`src/verilog/sbabt_defines.svh`:
```
`ifndef SBABT_DEFINES_SVH
`define SBABT_DEFINES_SVH

// register offsets
`define SBABT_CTRL_OFS     4'h0
`define SBABT_DATA_OFS     4'h1

// control register bit positions
`define SBABT_MODE_HI_BIT  7
`define SBABT_MODE_LO_BIT  6
`define SBABT_LOST_BIT     5
`define SBABT_CLKSEL_BIT   4
`define SBABT_DONE_BIT     3
`define SBABT_RUN_BIT      2
`define SBABT_OVF_BIT      1
`define SBABT_MSB_BIT      0

// reset values
`define SBABT_COUNT_RST    9'h000
`define SBABT_DIV_RST      2'h0
`define SBABT_RDATA_RST    8'h00

// counter limits and arbitration sample points
`define SBABT_COUNT_MAX    9'h1ff
`define SBABT_DIV_LAST     2'h3
`define SBABT_ARB_THR_BUS  9'h038
`define SBABT_ARB_THR_PRE  9'h008

`endif

```
`src/verilog/sbabt_pkg.sv`:
```
`default_nettype none

package sbabt_pkg;

    typedef enum logic [1:0] {
        MODE_IDLE = 2'b00,
        MODE_MEAS = 2'b01,
        MODE_ARB  = 2'b10,
        MODE_RSVD = 2'b11
    } sbabt_mode_type;

    typedef enum logic [1:0] {
        ST_IDLE = 2'b00,
        ST_WAIT = 2'b01,
        ST_RUN  = 2'b10,
        ST_HALT = 2'b11
    } sbabt_state_type;

    typedef struct packed {
        sbabt_mode_type mode;
        logic           clk_sel;
    } sbabt_ctrl_type;

    typedef struct packed {
        logic lost;
        logic done;
        logic ovf;
    } sbabt_flag_type;

endpackage

`default_nettype wire

```
`src/verilog/sbabt_core.sv`:
```
// The register addresses and the strobed register port were left to the implementer.
`include "sbabt_defines.svh"
`timescale 1ns/1ps
`default_nettype none

module sbabt_core
    import sbabt_pkg::*;
(
    input  wire logic       core_clk_in,
    input  wire logic       resetn_in,
    input  wire logic [3:0] addr_in,
    input  wire logic [7:0] wdata_in,
    input  wire logic       wr_in,
    input  wire logic       rd_in,
    output var  logic [7:0] rdata_out,
    input  wire logic       rx_pin_in,
    input  wire logic       internal_transmit_in,
    output logic            tx_pin_out,
    input  wire logic       prescaler_source_sel_in,
    input  wire logic       bus_presc_tick_in,
    input  wire logic       gen_presc_tick_in
);

    ////////////////////////////////////////////////////////////////////
    // declarations

    sbabt_ctrl_type  ctrl;
    sbabt_flag_type  flags;
    sbabt_state_type state;
    sbabt_state_type next_state;
    logic [8:0]      count;
    logic [1:0]      div;
    logic            rx_s1;
    logic            rx_s2;
    logic            rx_s3;
    logic            rx_lvl;
    logic            rx_prev;
    logic            tx_prev;
    logic            ctl_wr;
    logic            rx_fall;
    logic            rx_rise;
    logic            tx_rise;
    logic            tx_fall;
    logic            running;
    logic            presc_tick;
    logic            src_tick;
    logic            cnt_tick;
    logic            step;
    logic            meas_stop;
    logic            sample;
    logic            lost_evt;
    logic            ovf_evt;
    logic            arb_clear;
    logic [7:0]      ctrl_byte;

    // sample point of arbitration for a clock select
    function automatic logic [8:0] arb_thr(input logic sel);
        arb_thr = sel ? `SBABT_ARB_THR_PRE : `SBABT_ARB_THR_BUS;
    endfunction

    ////////////////////////////////////////////////////////////////////
    // input conditioning

    always_ff @(posedge core_clk_in) begin
        if (!resetn_in) begin
            rx_s1 <= 1'b1;
            rx_s2 <= 1'b1;
            rx_s3 <= 1'b1;
        end else begin
            rx_s1 <= rx_pin_in;
            rx_s2 <= rx_s1;
            rx_s3 <= rx_s2;
        end
    end

    always_ff @(posedge core_clk_in) begin
        if (!resetn_in) begin
            rx_lvl  <= 1'b1;
            rx_prev <= 1'b1;
            tx_prev <= 1'b1;
        end else begin
            if (rx_s2 == rx_s3) begin
                rx_lvl <= rx_s3;
            end
            rx_prev <= rx_lvl;
            tx_prev <= internal_transmit_in;
        end
    end

    assign rx_fall = rx_prev & ~rx_lvl;
    assign rx_rise = ~rx_prev & rx_lvl;
    assign tx_rise = internal_transmit_in & ~tx_prev;
    assign tx_fall = ~internal_transmit_in & tx_prev;
    assign ctl_wr  = wr_in && (addr_in == `SBABT_CTRL_OFS);

    ////////////////////////////////////////////////////////////////////
    // counter clock

    assign presc_tick = prescaler_source_sel_in ? gen_presc_tick_in
                                                : bus_presc_tick_in;
    assign src_tick   = ctrl.clk_sel ? presc_tick : 1'b1;
    assign cnt_tick   = src_tick && (div == `SBABT_DIV_LAST);

    always_ff @(posedge core_clk_in) begin
        if (!resetn_in) begin
            div <= `SBABT_DIV_RST;
        end else if (ctl_wr || state != ST_RUN) begin
            div <= `SBABT_DIV_RST;
        end else if (src_tick) begin
            div <= div + 2'h1;
        end
    end

    ////////////////////////////////////////////////////////////////////
    // sequencing

    // running while armed and not overflowed
    assign running   = (state == ST_RUN) && !flags.ovf;
    // stop on next fall, stop on rise
    assign meas_stop = (ctrl.mode == MODE_MEAS) && (state == ST_RUN)
                       && (ctrl.clk_sel ? rx_rise : rx_fall);
    assign sample    = (ctrl.mode == MODE_ARB) && (state == ST_RUN)
                       && !tx_rise && !tx_fall
                       && (count == arb_thr(ctrl.clk_sel));
    assign lost_evt  = sample && !rx_lvl;
    // early transmit low, restart on rise
    assign arb_clear = (ctrl.mode == MODE_ARB)
                       && (tx_rise || (state == ST_RUN && tx_fall));
    assign step      = running && cnt_tick && !arb_clear && !meas_stop;
    assign ovf_evt   = step && (count == `SBABT_COUNT_MAX);

    always_comb begin
        next_state = state;
        if (ctl_wr) begin
            if (wdata_in[`SBABT_MODE_HI_BIT:`SBABT_MODE_LO_BIT] == 2'b00) begin
                next_state = ST_IDLE;
            end else begin
                next_state = ST_WAIT;
            end
        end else begin
            case (ctrl.mode)
                MODE_MEAS: begin
                    case (state)
                        ST_IDLE: begin
                            next_state = ST_WAIT;
                        end
                        ST_WAIT: begin
                            // start on fall, start while low
                            if (ctrl.clk_sel ? !rx_lvl : rx_fall) begin
                                next_state = ST_RUN;
                            end
                        end
                        ST_RUN: begin
                            if (meas_stop) begin
                                next_state = ST_HALT;
                            end
                        end
                        default: begin
                            next_state = state;
                        end
                    endcase
                end
                MODE_ARB: begin
                    if (tx_rise) begin
                        next_state = ST_RUN;
                    end else if (state == ST_RUN && tx_fall) begin
                        next_state = ST_WAIT;
                    end else if (sample) begin
                        next_state = ST_HALT;
                    end else if (state == ST_IDLE) begin
                        next_state = ST_WAIT;
                    end
                end
                default: begin
                    next_state = ST_IDLE;
                end
            endcase
        end
    end

    always_ff @(posedge core_clk_in) begin
        if (!resetn_in) begin
            state <= ST_IDLE;
        end else begin
            state <= next_state;
        end
    end

    ////////////////////////////////////////////////////////////////////
    // counter

    always_ff @(posedge core_clk_in) begin
        if (!resetn_in) begin
            count <= `SBABT_COUNT_RST;
        end else if (ctl_wr) begin
            count <= `SBABT_COUNT_RST;
        end else if (ctrl.mode == MODE_IDLE || ctrl.mode == MODE_RSVD) begin
            count <= `SBABT_COUNT_RST;
        end else if (arb_clear) begin
            count <= `SBABT_COUNT_RST;
        end else if (step) begin
            count <= count + 9'h001;
        end
    end

    ////////////////////////////////////////////////////////////////////
    // control and flags

    always_ff @(posedge core_clk_in) begin
        if (!resetn_in) begin
            ctrl.mode    <= MODE_IDLE;
            ctrl.clk_sel <= 1'b0;
        end else if (ctl_wr) begin
            ctrl.mode    <= sbabt_mode_type'(
                wdata_in[`SBABT_MODE_HI_BIT:`SBABT_MODE_LO_BIT]);
            ctrl.clk_sel <= wdata_in[`SBABT_CLKSEL_BIT];
        end
    end

    always_ff @(posedge core_clk_in) begin
        if (!resetn_in) begin
            flags <= '0;
        end else begin
            // clear only by zero in upper mode bit
            if (lost_evt) begin
                flags.lost <= 1'b1;
            end else if (ctl_wr && !wdata_in[`SBABT_MODE_HI_BIT]) begin
                flags.lost <= 1'b0;
            end
            // set on finish, clear by write
            if (meas_stop) begin
                flags.done <= 1'b1;
            end else if (ctl_wr) begin
                flags.done <= 1'b0;
            end
            // set on overflow, clear by write
            if (ovf_evt) begin
                flags.ovf <= 1'b1;
            end else if (ctl_wr) begin
                flags.ovf <= 1'b0;
            end
        end
    end

    assign tx_pin_out = internal_transmit_in | flags.lost;

    ////////////////////////////////////////////////////////////////////
    // register read

    assign ctrl_byte = {ctrl.mode, flags.lost, ctrl.clk_sel,
                        flags.done, running, flags.ovf, count[8]};

    always_ff @(posedge core_clk_in) begin
        if (!resetn_in) begin
            rdata_out <= `SBABT_RDATA_RST;
        end else if (rd_in && addr_in == `SBABT_CTRL_OFS) begin
            rdata_out <= ctrl_byte;
        end else if (rd_in && addr_in == `SBABT_DATA_OFS) begin
            rdata_out <= count[7:0];
        end else begin
            rdata_out <= `SBABT_RDATA_RST;
        end
    end

    ////////////////////////////////////////////////////////////////////
    // checks

    property p_idle_zero;
        @(posedge core_clk_in) disable iff (!resetn_in)
        (ctrl.mode == MODE_IDLE) |-> (count == 9'h000) && !running;
    endproperty
    a_idle_zero: assert property (p_idle_zero)
        else $error("idle mode with nonzero count");

    property p_ovf_clear;
        @(posedge core_clk_in) disable iff (!resetn_in)
        ctl_wr && !ovf_evt |=> !flags.ovf && count == 9'h000;
    endproperty
    a_ovf_clear: assert property (p_ovf_clear)
        else $error("control write left overflow or count");

    property p_lost_tx;
        @(posedge core_clk_in) disable iff (!resetn_in)
        flags.lost |-> tx_pin_out;
    endproperty
    a_lost_tx: assert property (p_lost_tx)
        else $error("transmit pin not forced while lost");

    property p_lost_hold;
        @(posedge core_clk_in) disable iff (!resetn_in)
        flags.lost && !(ctl_wr && !wdata_in[`SBABT_MODE_HI_BIT])
        |=> flags.lost;
    endproperty
    a_lost_hold: assert property (p_lost_hold)
        else $error("lost flag dropped without clearing write");

    property p_done_set;
        @(posedge core_clk_in) disable iff (!resetn_in)
        meas_stop && !ctl_wr |=> flags.done && !running && $stable(count);
    endproperty
    a_done_set: assert property (p_done_set)
        else $error("measurement end did not set done");

    property p_rd_data;
        @(posedge core_clk_in) disable iff (!resetn_in)
        rd_in && addr_in == `SBABT_DATA_OFS
        |=> rdata_out == $past(count[7:0]);
    endproperty
    a_rd_data: assert property (p_rd_data)
        else $error("data read does not return low count");

    property p_arb_restart;
        @(posedge core_clk_in) disable iff (!resetn_in)
        ctrl.mode == MODE_ARB && tx_rise && !ctl_wr
        |=> count == 9'h000 && state == ST_RUN;
    endproperty
    a_arb_restart: assert property (p_arb_restart)
        else $error("transmit rise did not restart counter");

    property p_arb_lost;
        @(posedge core_clk_in) disable iff (!resetn_in)
        ctrl.mode == MODE_ARB && state == ST_RUN && !tx_rise
        && !tx_fall && count == arb_thr(ctrl.clk_sel) && !rx_lvl
        |=> flags.lost;
    endproperty
    a_arb_lost: assert property (p_arb_lost)
        else $error("low sample did not set lost");

    property p_div4;
        @(posedge core_clk_in) disable iff (!resetn_in)
        running && !ctrl.clk_sel && !ctl_wr && !arb_clear
        && ctrl.mode == MODE_MEAS && !meas_stop && div == 2'h0
        ##1 running ##1 running ##1 running
        |-> $past(count, 3) == count;
    endproperty
    a_div4: assert property (p_div4)
        else $error("counter stepped faster than clock over four");

    property p_arb_early;
        @(posedge core_clk_in) disable iff (!resetn_in)
        ctrl.mode == MODE_ARB && state == ST_RUN && tx_fall
        && !ctl_wr |=> count == 9'h000 && state == ST_WAIT;
    endproperty
    a_arb_early: assert property (p_arb_early)
        else $error("early transmit low did not reset counter");

endmodule

`default_nettype wire

```
`config.mk`:
```
export PLATFORM = sky130hd
export DESIGN_NAME = sbabt_core
export DESIGN_NICKNAME = d
export VERILOG_FILES = /design/src/verilog/sbabt_pkg.sv /design/src/verilog/sbabt_core.sv
export VERILOG_INCLUDE_DIRS = /design/src /design/src/verilog
export SDC_FILE = /design/constraint.sdc
export NUM_CORES = 1
export LEC_CHECK = 0
export ABC_AREA = 1
export CELL_PAD_IN_SITES_DETAIL_PLACEMENT = 1
export CELL_PAD_IN_SITES_GLOBAL_PLACEMENT = 2
export CORE_MARGIN = 8
export CORE_UTILIZATION = 39
export CTS_BUF_LIST = sky130_fd_sc_hd__clkbuf_4 sky130_fd_sc_hd__clkbuf_8
export CTS_CLUSTER_DIAMETER = 50
export CTS_CLUSTER_SIZE = 28
export DETAILED_ROUTE_END_ITERATION = 12
export DONT_BUFFER_PORTS = 1
export PLACE_DENSITY = 0.95
export SLEW_MARGIN = 15
export SYNTH_ARGS = -nofsm -noshare
export SYNTH_HDL_FRONTEND = slang
export SYNTH_SLANG_ARGS = --single-unit
export TNS_END_PERCENT = 5
```
`constraint.sdc`:
```
create_clock -name core_clk_in -period 3.2 [get_ports core_clk_in]
set_input_delay 0.48 -clock core_clk_in [delete_from_list [all_inputs] [get_ports core_clk_in]]
set_output_delay 0.48 -clock core_clk_in [all_outputs]
set_load 0.05 [all_outputs]
```
# Word-level counts from Yosys, hierarchy flattened
# Index checks and enable logic that the tools add are counted.
totals:
  mem_count: 0
  regBits: 33
  ram_bits: 0
  latch_bits: 0
  word_cells: 103
  mem_bits_ro: 0
op_classes:
  n_reduce_logical: 39
  addsub: 2
  muxes: 22
  shifts: 0
  n_lt_le_gt_ge: 0
  n_eq_ne: 15
  mul: 0
  n_div: 0
  bitwise_logic: 10
op_table:
  columns: ["op", "n"]
  rows:
  - ["logical AND 1 bit", 19]
  - ["two-way mux 8 bit", 2]
  - ["two-way mux 2 bit", 7]
  - ["two-way mux 1 bit", 10]
  - ["adder 9 x 1 -> 9 bit, second input constant", 1]
  - ["equality test 9 x 6 -> 1 bit", 1]
  - ["equality test 9 bit, second input constant", 1]
  - ["equality test 2 bit, second input constant", 4]
  - ["!= test 4 bit, second input constant", 2]
  - ["zero test 1 bit", 7]
  - ["zero test 2 bit", 3]
  - ["two-way mux 6 bit", 1]
  - ["!= test 6 x 4 -> 1 bit, second input constant", 1]
  - ["one-hot mux 2 bit (3 select lines)", 1]
  - ["nonzero test 2 bit", 3]
  - ["!= test 5 x 3 -> 1 bit, second input constant", 1]
  - ["NOT 1 bit", 5]
  - ["bitwise AND 1 bit", 4]
  - ["equality test 2 x 1 -> 1 bit, second input constant", 2]
  - ["equality test 4 x 1 -> 1 bit, second input constant", 1]
  - ["zero test 4 bit", 1]
  - ["one-hot mux 2 bit (2 select lines)", 1]
  - ["AND reduction 4 bit", 1]
  - ["OR reduction 4 bit", 1]
  - ["other kinds (6)", 8]

# Longest topological paths before layout
logic_depth:
  depth_word: 11
  ltp_mapped: 11
  ltp_nobuf: 11

# Worst setup path before layout
# No wires, ideal clock.
synth_timing:
  path_kind: "flip-flop to flip-flop"
  from: "reg state[0]"
  to: "reg count[0]"
  required_ns: 3.081
  path_buffers: 1
  synth_period_minus_slack_ns: 1.451
  slack_ns: 1.749
  t_arrival_ns: 1.332
  path_stages_with_launch: 10
  setup_time_ns: 0.119
  cell_sequence: "dfxtp_1 inv_1 ha_1 nand2_1 nand2_1 nand2_1 nand3_2 buf_6 o21ai_0 a21oi_1"
synth_via:
  elab_chain_cells: 7
synth_lines:
  columns: ["item", "line_no", "source"]
  rows:
  - ["from (decl)", "sbabt_core.sv:29", "sbabt_state_type state;"]
  - ["from (signal assigned)", "sbabt_core.sv:185", "state <= next_state;"]
  - ["equality test 2 bit (*)", "sbabt_core.sv:118, sbabt_core.sv:120, sbabt_core.sv:128", null]
  - ["logical AND 1 bit", "sbabt_core.sv:128", "&& (tx_rise || (state == ST_RUN && tx_fall));"]
  - ["logical OR 1 bit", "sbabt_core.sv:128", null]
  - ["logical AND 1 bit", "sbabt_core.sv:128", null]
  - ["zero test 1 bit", "sbabt_core.sv:129", "assign step = running && cnt_tick && !arb_clear && !meas_stop;"]
  - ["logical AND 1 bit (2 in series)", "sbabt_core.sv:129", null]
  - ["to (signal assigned)", "sbabt_core.sv:194", "count <= `SBABT_COUNT_RST;"]
  - ["to (signal assigned)", "sbabt_core.sv:196", "count <= `SBABT_COUNT_RST;"]
  - ["to (signal assigned)", "sbabt_core.sv:198", "count <= `SBABT_COUNT_RST;"]
  - ["to (decl)", "sbabt_core.sv:31", "logic [8:0] count;"]
# Mark *: on every way between the ends. The rest lies on a longest branch, timed or not.
# A chain may end at the register's enable or synchronous reset.

# Worst setup path after layout
layout_timing:
  from: "reg state[0]"
  to: "reg count[6]"
# The elaborated chain is that of the path after synthesis.

==> results.txt <==
----------------------------------------------------
[Routing]
  Remaining design rule violation count ... 0
  Number of vias after detailed routing ... 1433
  Wire length per cell ... ~14 um
  First-pass DRT Iterations ... 4
  Post-detailed-route via-to-cell ratio ... around 5
  Post-detailed-routing wire length ... between 4000 and 5000 um
  Final ANT Viol Nets ... 0
  DR iter-0 viols ... between 50 and 60

[Setup path]
  Data required, critical path ... around 3400 ps
  Worst-path maximum fanout ... 12
  Arrival time reported for the critical path endpoint ... 2080 ps
  Worst R2R End ... count[6]$_SDFFE_PP0P_
  Cells traversed along the worst timing path ... inv_1 > ha_1 > nand2_1 > nand2_1 > nand2_1 > nand3_2 > inv_1 > nand2_1 > a21oi_1
  Kind of end point of the critical path ... register
  Total number of cells along the worst setup path ... 9
  Type of the setup path with the least slack ... register to register
  Worst stage delay on the critical path ... approximately 350 ps
  Max stage delay cell, worst path ... dfxtp_1
  Top cell by count, worst path ... nand2_1
  CP Launch Type ... register
  Cells on worst reg2reg path ... 9
  Top Family by Delay on Critical Path ... simple AND/OR/NAND/NOR gates
  Launching point of the worst reg2reg path ... state[0]$_SDFFE_PN0P_
  Slack of the worst reg-to-reg path ... between 1000 and 1500 ps
  Number of buffer and inverter stages on the critical path ... 2

[Logic synthesis]
  Mean instance size in the synthesized netlist ... a little over 7 sq um
  Number of nets produced by synthesis ... 263
  Number of warnings printed during yosys synthesis ... 0
  Library cells used by synthesis ... 25
  Synthesized instance count ... between 200 and 250
  Share of the yosys chip area belonging to registers ... 0.395
  Post-Synthesis Cell Area ... 1670 sq um
  Flops & latches, synth ... 33

[Die]
  Total Die Area ... around 6600 sq um
  Ports ... 30
  Die width ... between 80 and 90 um
  Starting Density ... 0.395
  DIE HEIGHT ... 81.5 um
  Count of standard-cell rows ... 24
  Core Region ... about 4200 sq um

[Layout]
  Final Instance Area ... about 1800 sq um
  Most common library cell in the layout ignoring fill and taps ... nand2_1
  Layout cell share with drive strength beyond 1 ... 0.0847
  P&R area growth vs syn ... 7.70%
  Area used by multi-input combinational logic ... roughly 870 sq um
  Number of antenna repair diodes ... 0
  Flip-flop and latch area ... 661 sq um
  Number of nets in the layout ... between 200 and 300
  Leading cell types in the layout, fill and taps excluded ... nand2_1, dfxtp_1, inv_1
  Fillers ... about 560

[Placement]
  RD Place Congestion ... around 0.80
  Estimated wirelength of the detail-placed design ... 3110 um
  Placed inst area ... 1710 sq um
  Port buffer count ... 0

[Status]
  Outcome ... finished, final reports clean

[Power]
  Static Leakage ... ~0.75 nW
  VDD IR max ... roughly 0.00018 V
  Total power draw ... 0.767 mW
  Total power per unit cell area ... ~430 nW/um^2

[Hold path]
  Hold crit path type ... primary input to register
  Hold path depth ... 1
  Min-Delay Endpoint ... rx_lvl$_SDFFE_PN1N_
  Hold_sp ... resetn_in

[Timing]
  Clock Skew ... 4.77 ps
  Slew Viols, Final ... 0
  Post-layout min period ... 1870 ps
  Setup_tns ... 0 ps
  Final number of hold-violating endpoints ... 0
  Hold WS ... around 280 ps
  Slew at the pin closest to its max-slew limit ... 516 ps
  Worst slew margin relative to its limit ... 0.656
  Share of the clock period used by the worst path ... 0.584
  Endpoints failing setup ... 0
  Fmax ... roughly 0.54 GHz
  Setup repair after global routing missed its margin ... false

[Clocking]
  Clock latency reported for the late side of the worst-skew pair ... between 200 and 300 ps
  Longest Clk Path Bufs ... 2
  Clock tree from TritonCTS ... yes
  Max H-tree Level ... 2
  Cell chosen for the clock root ... clkbuf_8
  Number of gates resized after cts ... 0
  Sink count of the clock tree ... 33
  Number of buffers inserted by post-CTS setup repair ... 0
  Clk slew on worst S/H paths ... 60 ps
  Number of buffers inserted during clock tree synthesis ... 5
  # hold bufs at CTS ... 0

[Global route]
  Antenna violations before repair ... 0
  Total congestion overflow after global routing ... 0
  Largest net degree at the start of global routing ... 17
  Wire length of the first global-routing pass ... 6730 um
  Number of global-route vias before repair ... approximately 1400
  All-layer global routing usage ... 0.133

[Job]
  Max-capacitance violation count ... 0

----------------------------------------------------
==> through the flow <==
stage          setup WS (ps)  instances   util
4_1_cts                 1310        288  0.426
3_3_place_gp            1340        281  0.405
2_1_floorplan           1750        232      -
5_1_grt                 1140        288  0.426
3_5_place_dp            1330        281  0.405
6_report                1330        288  0.426
==> state kept, by name, summed over array words and instances (netlist names) <==
name	flops
count	9
ctrl_byte	3
rdata_out	8
div	2
ctrl	3
state	2
rx_s2	1
rx_s1	1
rx_prev	1
tx_prev	1
rx_s3	1
rx_lvl	1
==> report_power, final <==
| part | total (mW) | switching (mW) | internal [mW] | leakage, nW |
|---|---|---|---|---|
| clock | 0.325 | 0.146 | 0.179 | 0.0477 |
| combinational | 0.0264 | 0.0187 | 0.00773 | 0.436 |
| sequential | 0.416 | 0.00205 | 0.414 | 0.267 |
==> routing by layer <==
layer | track usage | wire length [um] | vias to the layer above
met5 | 0 | 0 | -
met4 | 0.0643 | 108 | 0
met3 | 0.0416 | 210 | 9
met2 | 0.211 | 1870 | 26
met1 | 0.160 | 1920 | 654
li1 | - | - | 744
==> final cells by class <==
type                    instances  share of cell area
inverters                      31              0.0645
flip-flops and latches         33               0.366
multi-input cells             165               0.483
well taps                      52              0.0361
clock buffers                   7              0.0500
==> cell families after synthesis <==
kind of cell / after synthesis / share of synthesized area
flops: 33 / 0.395
simple gates: 116 / 0.312
buf+inv: 34 / 0.0852
xor+xnor: 5 / 0.0262
fa+ha+maj: 10 / 0.0747
compound gates: 34 / 0.108
==> Yosys cell counts, drive strengths merged <==
cell    number  area, sq um
nand2       63          239
a21oi       22          110
o21ai        7         35.0
xnor2        1         8.76
dfxtp       33          661
xor2         4         35.0
o32ai        1         8.76
nor2        23         88.8
or2          6         37.5
inv         31          116
ha          10          125
buf          3         26.3
o21bai       1         7.51
nor3         2         21.3
nand4        2         12.5
nand3       20          123
o22ai        3         18.8
==> worst max path at each step <==
stage | start | to | slack (ps)
global route | state[0]$_SDFFE_PN0P_ | count[4]$_SDFFE_PP0P_ | 1140
finish | state[0]$_SDFFE_PN0P_ | count[6]$_SDFFE_PP0P_ | 1330
global placement | state[0]$_SDFFE_PN0P_ | ctrl_byte[1]$_SDFFE_PN0P_ | 1340
detailed placement | state[0]$_SDFFE_PN0P_ | count[3]$_SDFFE_PP0P_ | 1330
CTS | state[0]$_SDFFE_PN0P_ | count[6]$_SDFFE_PP0P_ | 1310
floorplan | state[0]$_SDFFE_PN0P_ | count[0]$_SDFFE_PP0P_ | 1750
Note: power is estimated with default switching activity, not from simulation.
